## src/design/sdram_mode_regs.vh

```
/*
  shared constants of the mode-set decoder: command codes, field positions,
  burst length codes and timing figures.
  assumes inclusion by bare name from the design file.
*/
`ifndef SDRAM_MODE_REGS_VH
`define SDRAM_MODE_REGS_VH

// ==========================================================
// command encoding {ras_n, cas_n, we_n}
`define CMD_MODE_SET      3'h0
`define CMD_READ          3'h5
`define CMD_WRITE         3'h4
`define CMD_IDLE          3'h7
`define CMD_CALIBRATE     3'h6

// ==========================================================
// operating mode register fields
`define OPM_WIDTH         13
`define OPM_RESET         13'h0000
`define OPM_BL_LO         0
`define OPM_BL_HI         1
`define OPM_CL_LOW_BIT    2
`define OPM_ORDER_BIT     3
`define OPM_CL_HI_LO      4
`define OPM_CL_HI_HI      6
`define OPM_TEST_BIT      7
`define OPM_LOCK_RST_BIT  8
`define OPM_WR_LO         9
`define OPM_WR_HI         11
`define OPM_PD_FAST_BIT   12
`define CHOP_SELECT_BIT   12

// ==========================================================
// burst length codes
`define BL_FIXED_EIGHT    2'h0
`define BL_ON_THE_FLY     2'h1
`define BL_FIXED_CHOP     2'h2

// ==========================================================
// timing figures
`define LOCK_RST_PULSE    4'h1
`define CHOP_PULL_IN      4'h2
`define CL_BASE           5'h04

`endif

```

## src/design/sdram_mode_setup.v

```verilog
/*
  mode-set decoder and burst planner inside the memory device: termination
  gating after reset, operating mode register capture and burst order.
  assumes command pins already in the device's clock domain; clock enable
  and reset pins come from outside and are synchronised here.
*/
// Behaviour
// - termination off during reset and until clock enable is seen high.
// - all bank bits low decodes as write to register zero.
// - register zero selects burst length mode and burst order.
// - burst order from start column: rotate in group or xor.
// - chopped read tri-states last four beats; chopped write uses bit two.
// - fixed chop starts internal write two clocks earlier.
// - read latency is column latency plus added latency.
// - lock reset bit self-clears after taking effect.
// - power-down exit mode freezes or keeps lock loop running.
`timescale 1ns/1ns
`include "sdram_mode_regs.vh"

module sdram_mode_setup #(
  parameter ADDED_LATENCY = 0
) (
  // clock and reset
  input  wire                    mclk,
  input  wire                    reset,
  // asynchronous pins
  input  wire                    device_reset_n,
  input  wire                    clock_enable_pin,
  input  wire                    termination_enable_pin,
  // command pins
  input  wire                    cs_n,
  input  wire                    ras_n,
  input  wire                    cas_n,
  input  wire                    we_n,
  input  wire [2:0]              bank_addr,
  input  wire [12:0]             addr,
  // termination, lock and mode register status
  output reg                     termination_on,
  output reg                     lock_reset_pulse,
  output reg                     pd_fast_exit,
  output reg  [12:0]             operating_mode,
  // burst plan of last read or write
  output reg                     burst_start,
  output reg                     burst_is_write,
  output reg                     burst_chop,
  output reg  [23:0]             burst_order,
  output reg  [7:0]              beat_drive,
  output reg  [3:0]              write_start_shift,
  output reg  [4:0]              read_latency
);

  // ==========================================================
  // pin synchronisers
  reg  [1:0] rst_sync_reg;
  reg  [1:0] cke_sync_reg;
  reg  [1:0] odt_sync_reg;
  reg        cke_seen_reg;
  reg [12:0] opm_reg;
  wire       pins_reset = reset | ~rst_sync_reg[1];

  // device reset pin
  always @(posedge mclk) begin
    if (reset) begin
      rst_sync_reg <= 2'h0;
    end else begin
      rst_sync_reg <= {rst_sync_reg[0], device_reset_n};
    end
  end

  // clock enable pin
  always @(posedge mclk) begin
    if (reset) begin
      cke_sync_reg <= 2'h0;
    end else begin
      cke_sync_reg <= {cke_sync_reg[0], clock_enable_pin};
    end
  end

  // termination enable pin
  always @(posedge mclk) begin
    if (reset) begin
      odt_sync_reg <= 2'h0;
    end else begin
      odt_sync_reg <= {odt_sync_reg[0], termination_enable_pin};
    end
  end

  // ==========================================================
  // burst order helper
  function [2:0] beat_index;
    input [2:0] start;
    input [2:0] beat;
    input       interleave;
    begin
      if (interleave)
        beat_index = start ^ beat;
      else
        beat_index = {start[2] ^ beat[2], start[1:0] + beat[1:0]};
    end
  endfunction

  // ==========================================================
  // command match helper
  function is_cmd;
    input [2:0] pins;
    input [2:0] code;
    begin
      is_cmd = (pins == code);
    end
  endfunction

  // ==========================================================
  // command decode
  localparam [31:0] ADDED_LAT_W = ADDED_LATENCY;
  wire       selected = ~cs_n & cke_sync_reg[1];
  wire [2:0] cmd      = {ras_n, cas_n, we_n};
  wire       mode_set = selected && is_cmd(cmd, `CMD_MODE_SET) && (bank_addr == 3'h0);
  wire       rd_cmd   = selected && is_cmd(cmd, `CMD_READ);
  wire       wr_cmd   = selected && is_cmd(cmd, `CMD_WRITE);
  wire [1:0] bl_code  = opm_reg[`OPM_BL_HI:`OPM_BL_LO];
  wire       chop_now = (bl_code == `BL_FIXED_CHOP) ||
                        ((bl_code == `BL_ON_THE_FLY) && ~addr[`CHOP_SELECT_BIT]);
  wire [3:0] cl_code  = {opm_reg[`OPM_CL_HI_HI:`OPM_CL_HI_LO], opm_reg[`OPM_CL_LOW_BIT]};
  wire [4:0] lat_next = {1'b0, cl_code} + `CL_BASE + ADDED_LAT_W[4:0];
  wire [2:0] start_col = (wr_cmd && chop_now) ? {addr[2], 2'h0} : addr[2:0];

  integer i;
  reg [23:0] order_next;
  always @* begin
    order_next = 24'h000000;
    for (i = 0; i < 8; i = i + 1)
      order_next[i*3 +: 3] = beat_index(start_col, i[2:0], opm_reg[`OPM_ORDER_BIT]);
  end

  // ==========================================================
  // termination gating
  always @(posedge mclk) begin
    if (pins_reset) begin
      cke_seen_reg   <= 1'b0;
      termination_on <= 1'b0;
    end else begin
      if (cke_sync_reg[1]) begin
        cke_seen_reg <= 1'b1;
      end
      termination_on <= cke_seen_reg & odt_sync_reg[1];
    end
  end

  // ==========================================================
  // operating mode register
  always @(posedge mclk) begin
    if (pins_reset) begin
      opm_reg          <= `OPM_RESET;
      operating_mode   <= `OPM_RESET;
      lock_reset_pulse <= 1'b0;
      pd_fast_exit     <= 1'b0;
    end else begin
      lock_reset_pulse <= 1'b0;
      if (mode_set) begin
        opm_reg                    <= addr;
        opm_reg[`OPM_LOCK_RST_BIT] <= 1'b0;
        operating_mode             <= addr;
        operating_mode[`OPM_LOCK_RST_BIT] <= 1'b0;
        lock_reset_pulse           <= addr[`OPM_LOCK_RST_BIT];
        pd_fast_exit               <= addr[`OPM_PD_FAST_BIT];
      end
    end
  end

  // ==========================================================
  // burst plan
  always @(posedge mclk) begin
    if (pins_reset) begin
      burst_start       <= 1'b0;
      burst_is_write    <= 1'b0;
      burst_chop        <= 1'b0;
      burst_order       <= 24'h000000;
      beat_drive        <= 8'h00;
      write_start_shift <= 4'h0;
      read_latency      <= 5'h00;
    end else begin
      burst_start <= 1'b0;
      if (rd_cmd | wr_cmd) begin
        burst_start    <= 1'b1;
        burst_is_write <= wr_cmd;
        burst_chop     <= chop_now;
        burst_order    <= order_next;
        beat_drive     <= (rd_cmd && chop_now) ? 8'h0F : 8'hFF;
        write_start_shift <= (wr_cmd && bl_code == `BL_FIXED_CHOP) ?
                             `CHOP_PULL_IN : 4'h0;
        read_latency   <= lat_next;
      end
    end
  end

endmodule // sdram_mode_setup

```

## config.mk

```make
export PLATFORM = sky130hd
export DESIGN_NAME = sdram_mode_setup
export DESIGN_NICKNAME = d
export VERILOG_FILES = /design/src/design/sdram_mode_setup.v
export VERILOG_INCLUDE_DIRS = /design/src /design/src/design
export SDC_FILE = /design/constraint.sdc
export NUM_CORES = 1
export LEC_CHECK = 0
export BUFFER_PORTS_ARGS = -buffer_cell sky130_fd_sc_hd__buf_2
export CORE_UTILIZATION = 45
export CTS_CLUSTER_DIAMETER = 30
export CTS_CLUSTER_SIZE = 20
export DETAILED_ROUTE_END_ITERATION = 10
export PLACE_DENSITY = 0.79
export SLEW_MARGIN = 20
export SYNTH_ARGS = -nofsm -noshare
export SYNTH_HDL_FRONTEND = slang
export SYNTH_SLANG_ARGS = --single-unit
```

## constraint.sdc

```tcl
create_clock -name mclk -period 3.3 [get_ports mclk]
set_clock_uncertainty 0.2 [all_clocks]
set_input_delay 0.66 -clock mclk [delete_from_list [all_inputs] [get_ports mclk]]
set_output_delay 0.66 -clock mclk [all_outputs]
set_load 0.02 [all_outputs]
```

==> flow_summary.toml, run 1 <==
[cts]
post-cts-setup-buffers = 0
clock-root-buffer = "clkbuf_8"
clk_pin_slew_worst_paths_ns = 0.07
cts_buffers = 5
cts_htree_levels = 2
tritoncts = "done"
cts_hold_buffers = 0
clock_insertion_delay_at_the_later_pin_of_the_skew_report_ns = 0.28
cts.path.max_buffers = 2
cts-resized-gates = 0
cts_num_sinks = 41

[synthesis]
synth_seq_cells = 41
post_synth_num_cell_types = 30
netlist_instances = 188
syn_area_per_cell_sq_um = 9.14
synth_warnings = 0
netlist_area_sq_mm = 0.00172
ys_seq_area_frac = 0.478

[placement]
place_area_sq_mm = 0.00195
dp.final_hpwl_um = 2410
gp_routability_congestion = 0.790
place_worst_setup_slack_ns = 0.752
place.port_buffers = 80

[timing]
hold_violations = 0
period_share = 0.685
final-max-slew-violation-count = 0
fmaxAchievable_ghz = 0.442
timing.final.setup_violations = 0
final.hold.worst_slack_ns = 0.239
unrepaired_setup_endpoints_after_global_routing = "false"
maxSlewHeadroom = 0.401
setup_total_negative_slack_ns = 0
tightestPinTransition_ns = 0.897
minimum_setup_slack_in_the_final_design_ns = 1.04
layout_min_cycle_time_ns = 2.26

[pwr]
p_comb_frac = 0.048
clock_power_share = 0.362
p_leak_nw = 1.05
ir_worst_vdd_uv = 246
power_frac_seq = 0.590
total_power_per_unit_cell_area_mw_per_mm2 = 417
power.switching_fraction = 0.213
power.net_switching_w = 0.000180
power_w = 0.000846
cell_internal_pwr_w = 0.000666

[critical_path]
crit-reg2reg-launch = "cke_sync_reg[1]"
cp_max_fo = 13
critical_path.startpoint_type = "input pin"
critical_path_rt_ns = 3.30
timing.critical_path.to_type = "register"
timing.critical_path.from = "we_n"
crit_arrival_ns = 2.26
classification_of_the_worst_setup_path = "in2reg"

[global_route]
antenna_found_initial = 0
via_count_of_the_first_global_routing_pass = 1237
global_route.overflow_total = 0
wire_length_of_the_first_global_routing_pass_um = 5390
grt_start_max_net_pins = 20
global_route.usage.total = 0.173

[floorplanning]
io-pin-count = 85
core-area_sq_mm = 0.00366
die_width_um = 63.8
die_footprint_sq_mm = 0.00407
start_util = 0.469
die_h_um = 63.8
row_count = 22

[outcome]
result_of_the_run = "finished clean"

[cells_and_area]
finish.net_count = 268
drive_above_1_share = 0.379
num_antenna_cells = 0
layout.cell_area.non_filler_sq_mm = 0.00203
area_delta_synth_final_pct = 18.2
mostFrequentLayoutCells = "buf_2, dfxtp_1, nand2_1"
layout.cells.most_common = "buf_2"
largest_reg_flops = 11

[detailed_routing]
finalWirelength_um = 3300
vias_per_cell = 4.73
drc = 0
firstDrtPassIters = 6
first_iter_violations = 69
antenna_violating_nets_post_route = 0
routed_wire_length_per_instance_um = 11.4
routed-via-count = 1377

[flow_run]
drv.max_cap_violation_count = 0

[hold_path]
timing.hold.worst.class = "reg2reg"
hold_start = "rst_sync_reg[0]"
layout make-up:
cell class	instances	area (sq um)
clock buffers	8	80.1
fillers	353	1630
inverters	2	7.51
multi-input cells	110	647
flip-flops and latches	41	821
well taps	48	60.1
repair buffers	82	415
cell families (layout without fill, tap and decap cells):
logic type | after synthesis | after routing | share of synthesized area
AO/OA/AOI/OAI | 25 | 25 | 0.0932
buffers and inverters | 40 | 92 | 0.162
other | 1 | 4 | 0.00218
AND/OR/NAND/NOR | 67 | 67 | 0.182
multiplexers | 12 | 12 | 0.0699
adder cells (fa/ha/maj) | 1 | 1 | 0.00728
XOR/XNOR | 1 | 1 | 0.00510
flip-flops | 41 | 41 | 0.478
per-layer routing:
layer  up-vias  part of all wire  track usage
met4         0             0.029       0.0881
met5         -                 0            0
li1        698                 -            -
met2        56              0.47        0.282
met1       614              0.45        0.202
met3         9             0.058       0.0571
cells in the mapped netlist:
cell	n	share of area
o31a_1	1	0.0051
a31o_2	3	0.015
nor2_1	10	0.022
xnor2_1	1	0.0051
a311oi_1	1	0.0051
nor2b_1	7	0.025
buf_12	1	0.012
nand2b_1	2	0.0073
o21a_1	1	0.0044
o311ai_0	1	0.0051
inv_1	2	0.0044
a21oi_1	11	0.032
nand4bb_1	1	0.0066
buf_6	1	0.0066
or3b_1	1	0.0051
dfxtp_1	41	0.48
buf_4	28	0.12
mux2i_1	12	0.070
nor4bb_1	1	0.0058
nor3b_1	1	0.0044
a211oi_1	3	0.013
ha_1	1	0.0073
clkbuf_1	8	0.017
and3_1	4	0.015
o31ai_1	1	0.0044
or3_1	1	0.0036
o21ai_0	3	0.0087
nand2_1	38	0.083
conb_1	1	0.0022
or4_1	1	0.0044
critical path, cell delays in order:
cell and delay, ns:
buf_2 0.12, or4_1 0.56, or3_1 0.63, o31ai_1 0.29
power by group through the flow:
stage | sequential (W) | combinational (W) | clock (W)
2_1_floorplan | 0.000511 | 0.0000219 | 0
3_3_place_gp | 0.000511 | 0.0000396 | 0
3_5_place_dp | 0.000511 | 0.0000405 | 0
4_1_cts | 0.000499 | 0.0000407 | 0.000317
5_1_grt | 0.000499 | 0.0000443 | 0.000343
6_report | 0.000499 | 0.0000404 | 0.000306
path summary, 6_finish.rpt:
path | slack [ns] | cells past startpoint | to
min | 0.24 | 1 | rst_sync_reg[1]
max | 1.04 | 4 | opm_reg[2]
max reg2reg | 1.32 | 3 | opm_reg[2]
min reg2reg | 0.24 | 1 | rst_sync_reg[1]
metrics by stage:
stage                     std cells  utilization
final                           291        0.555
after global routing            291        0.555
after CTS                       291        0.555
after detailed placement        283        0.533
after global placement          283        0.533
after floorplan                 191            -
(Power assumes the default switching activity.)
==> run 2, diff against run 1 <==
--- a/config.mk
+++ b/config.mk
@@ -7,11 +7,11 @@
 export NUM_CORES = 1
 export LEC_CHECK = 0
 export BUFFER_PORTS_ARGS = -buffer_cell sky130_fd_sc_hd__buf_2
-export CORE_UTILIZATION = 45
+export CORE_UTILIZATION = 41
 export CTS_CLUSTER_DIAMETER = 30
 export CTS_CLUSTER_SIZE = 20
 export DETAILED_ROUTE_END_ITERATION = 10
-export PLACE_DENSITY = 0.79
+export PLACE_DENSITY = 0.76
 export SLEW_MARGIN = 20
 export SYNTH_ARGS = -nofsm -noshare
 export SYNTH_HDL_FRONTEND = slang
==> constraint.sdc (replaced) <==
create_clock -name mclk -period 1.9 [get_ports mclk]
set_clock_uncertainty 0.2 [all_clocks]
set_input_delay 0.38 -clock mclk [delete_from_list [all_inputs] [get_ports mclk]]
set_output_delay 0.38 -clock mclk [all_outputs]
set_load 0.02 [all_outputs]
==> run 2 against run 1 <==
  * Global-route usage shrank 2.3 points
  * Utilization shrank 2.3 points
  * Clock power grew 73%
  * Critical path depth stayed put
  * Final cell count is 3.1% higher
  * Non-clock buffer count up 7
  * Total power is 74% higher
  * Count of clock-buffer cells in the layout down 2
  * Combinational power rose by 96%
  * Highest routed layer unchanged
==> flow_summary.toml, run 2 (synthesis results as in run 1) <==
[outcome]
result_of_the_run = "finished clean"

[placement]
gp_routability_congestion = 0.729
place.port_buffers = 80
dp.final_hpwl_um = 2400
place_area_sq_mm = 0.00204

[cells_and_area]
layout.cell_area.non_filler_sq_mm = 0.00213
drive_above_1_share = 0.404
layout.cells.most_common = "buf_2"
num_antenna_cells = 0
largest_reg_flops = 11
finish.net_count = 275
mostFrequentLayoutCells = "buf_2, dfxtp_1, nand2_1"
area_delta_synth_final_pct = 23.7

[critical_path]
critical_path.startpoint_type = "register"
crit_arrival_ns = 1.73
cp_max_fo = 12
classification_of_the_worst_setup_path = "reg2reg"
timing.critical_path.to_type = "register"
rr_worst_depth = 4
critical_path_rt_ns = 1.88

[detailed_routing]
routed-via-count = 1391
drc = 0
routed_wire_length_per_instance_um = 10.8
first_iter_violations = 35
antenna_violating_nets_post_route = 0
vias_per_cell = 4.64
finalWirelength_um = 3250
firstDrtPassIters = 4

[floorplanning]
start_util = 0.429
row_count = 23
io-pin-count = 85
die_footprint_sq_mm = 0.00445
die_h_um = 66.7
core-area_sq_mm = 0.00400
die_width_um = 66.7

[hold_path]
timing.hold.worst.class = "in2reg"
min_delay_path_depth = 2

[global_route]
via_count_of_the_first_global_routing_pass = 1125
global_route.overflow_total = 0
grt_start_max_net_pins = 34
antenna_found_initial = 0
wire_length_of_the_first_global_routing_pass_um = 5020
global_route.usage.total = 0.150

[cts]
cts_htree_levels = 2
tritoncts = "done"
cts-resized-gates = 0
cts_hold_buffers = 0
clock-root-buffer = "clkbuf_8"
clock_insertion_delay_at_the_later_pin_of_the_skew_report_ns = 0.28
cts_num_sinks = 41
clk_pin_slew_worst_paths_ns = 0.07
cts_buffers = 5
post-cts-setup-buffers = 0
cts.path.max_buffers = 2

[pwr]
power.switching_fraction = 0.215
p_comb_frac = 0.054
ir_worst_vdd_uv = 434
clock_power_share = 0.358
power_frac_seq = 0.588
p_leak_nw = 1.10
power.net_switching_w = 0.000318
total_power_per_unit_cell_area_mw_per_mm2 = 694
cell_internal_pwr_w = 0.00116

[flow_run]
drv.max_cap_violation_count = 0

[timing]
unrepaired_setup_endpoints_after_global_routing = "false"
fmaxAchievable_ghz = 0.572
final.hold.worst_slack_ns = 0.101
period_share = 0.921
final-max-slew-violation-count = 0
hold_violations = 0
layout_min_cycle_time_ns = 1.75
timing.final.setup_violations = 0
[run 2: final timing paths]
check,from,to,slack [ns]
setup / recovery,cke_sync_reg[1],opm_reg[0],0.15
hold / removal,clock_enable_pin,cke_sync_reg[0],0.10
setup reg to reg,cke_sync_reg[1],opm_reg[0],0.15
hold reg to reg,cke_sync_reg[0],cke_sync_reg[1],0.24
[run 2: metal layers]
metal,track usage,share of wire,up-vias
met3,0.0514,0.070,4
met1,0.191,0.44,621
met5,0,0,-
met2,0.229,0.48,59
li1,-,-,707
met4,0.0638,0.011,0
[run 2: final cells by class]
class	count	area [sq um]
clock buffer	6	72.6
clock inverter	2	10.0
fill	386	1870
inverter	2	7.51
multi-input combinational	110	647
sequential	41	821
tap	50	62.6
timing repair buffer	89	505
[run 2: worst max-delay path: stages (launching register included)]
cell and delay (ns):
dfxtp_1 0.37, or3b_1 0.37, or3_1 0.41, buf_12 0.18, mux2i_1 0.12
[run 2: stage by stage]
stage	TNS, ns	worst slack, ns	power [W]	utilization	std cells
after floorplan	-0.114	-0.0358	0.000925	-	191
after global placement	-1.17	-0.105	0.000965	0.511	292
after detailed placement	-1.36	-0.126	0.000966	0.511	292
after CTS	0	0.137	0.00149	0.531	300
after global routing	0	0.0527	0.00154	0.531	300
final	0	0.150	0.00147	0.531	300
[run 2: power by group through the flow]
stage               sequential [W]  clock (W)  combinational, W
floorplan                 0.000887          0         0.0000380
global placement          0.000887          0         0.0000785
detailed placement        0.000887          0         0.0000792
CTS                       0.000867   0.000541         0.0000797
global route              0.000868   0.000584         0.0000876
finish                    0.000867   0.000528         0.0000791
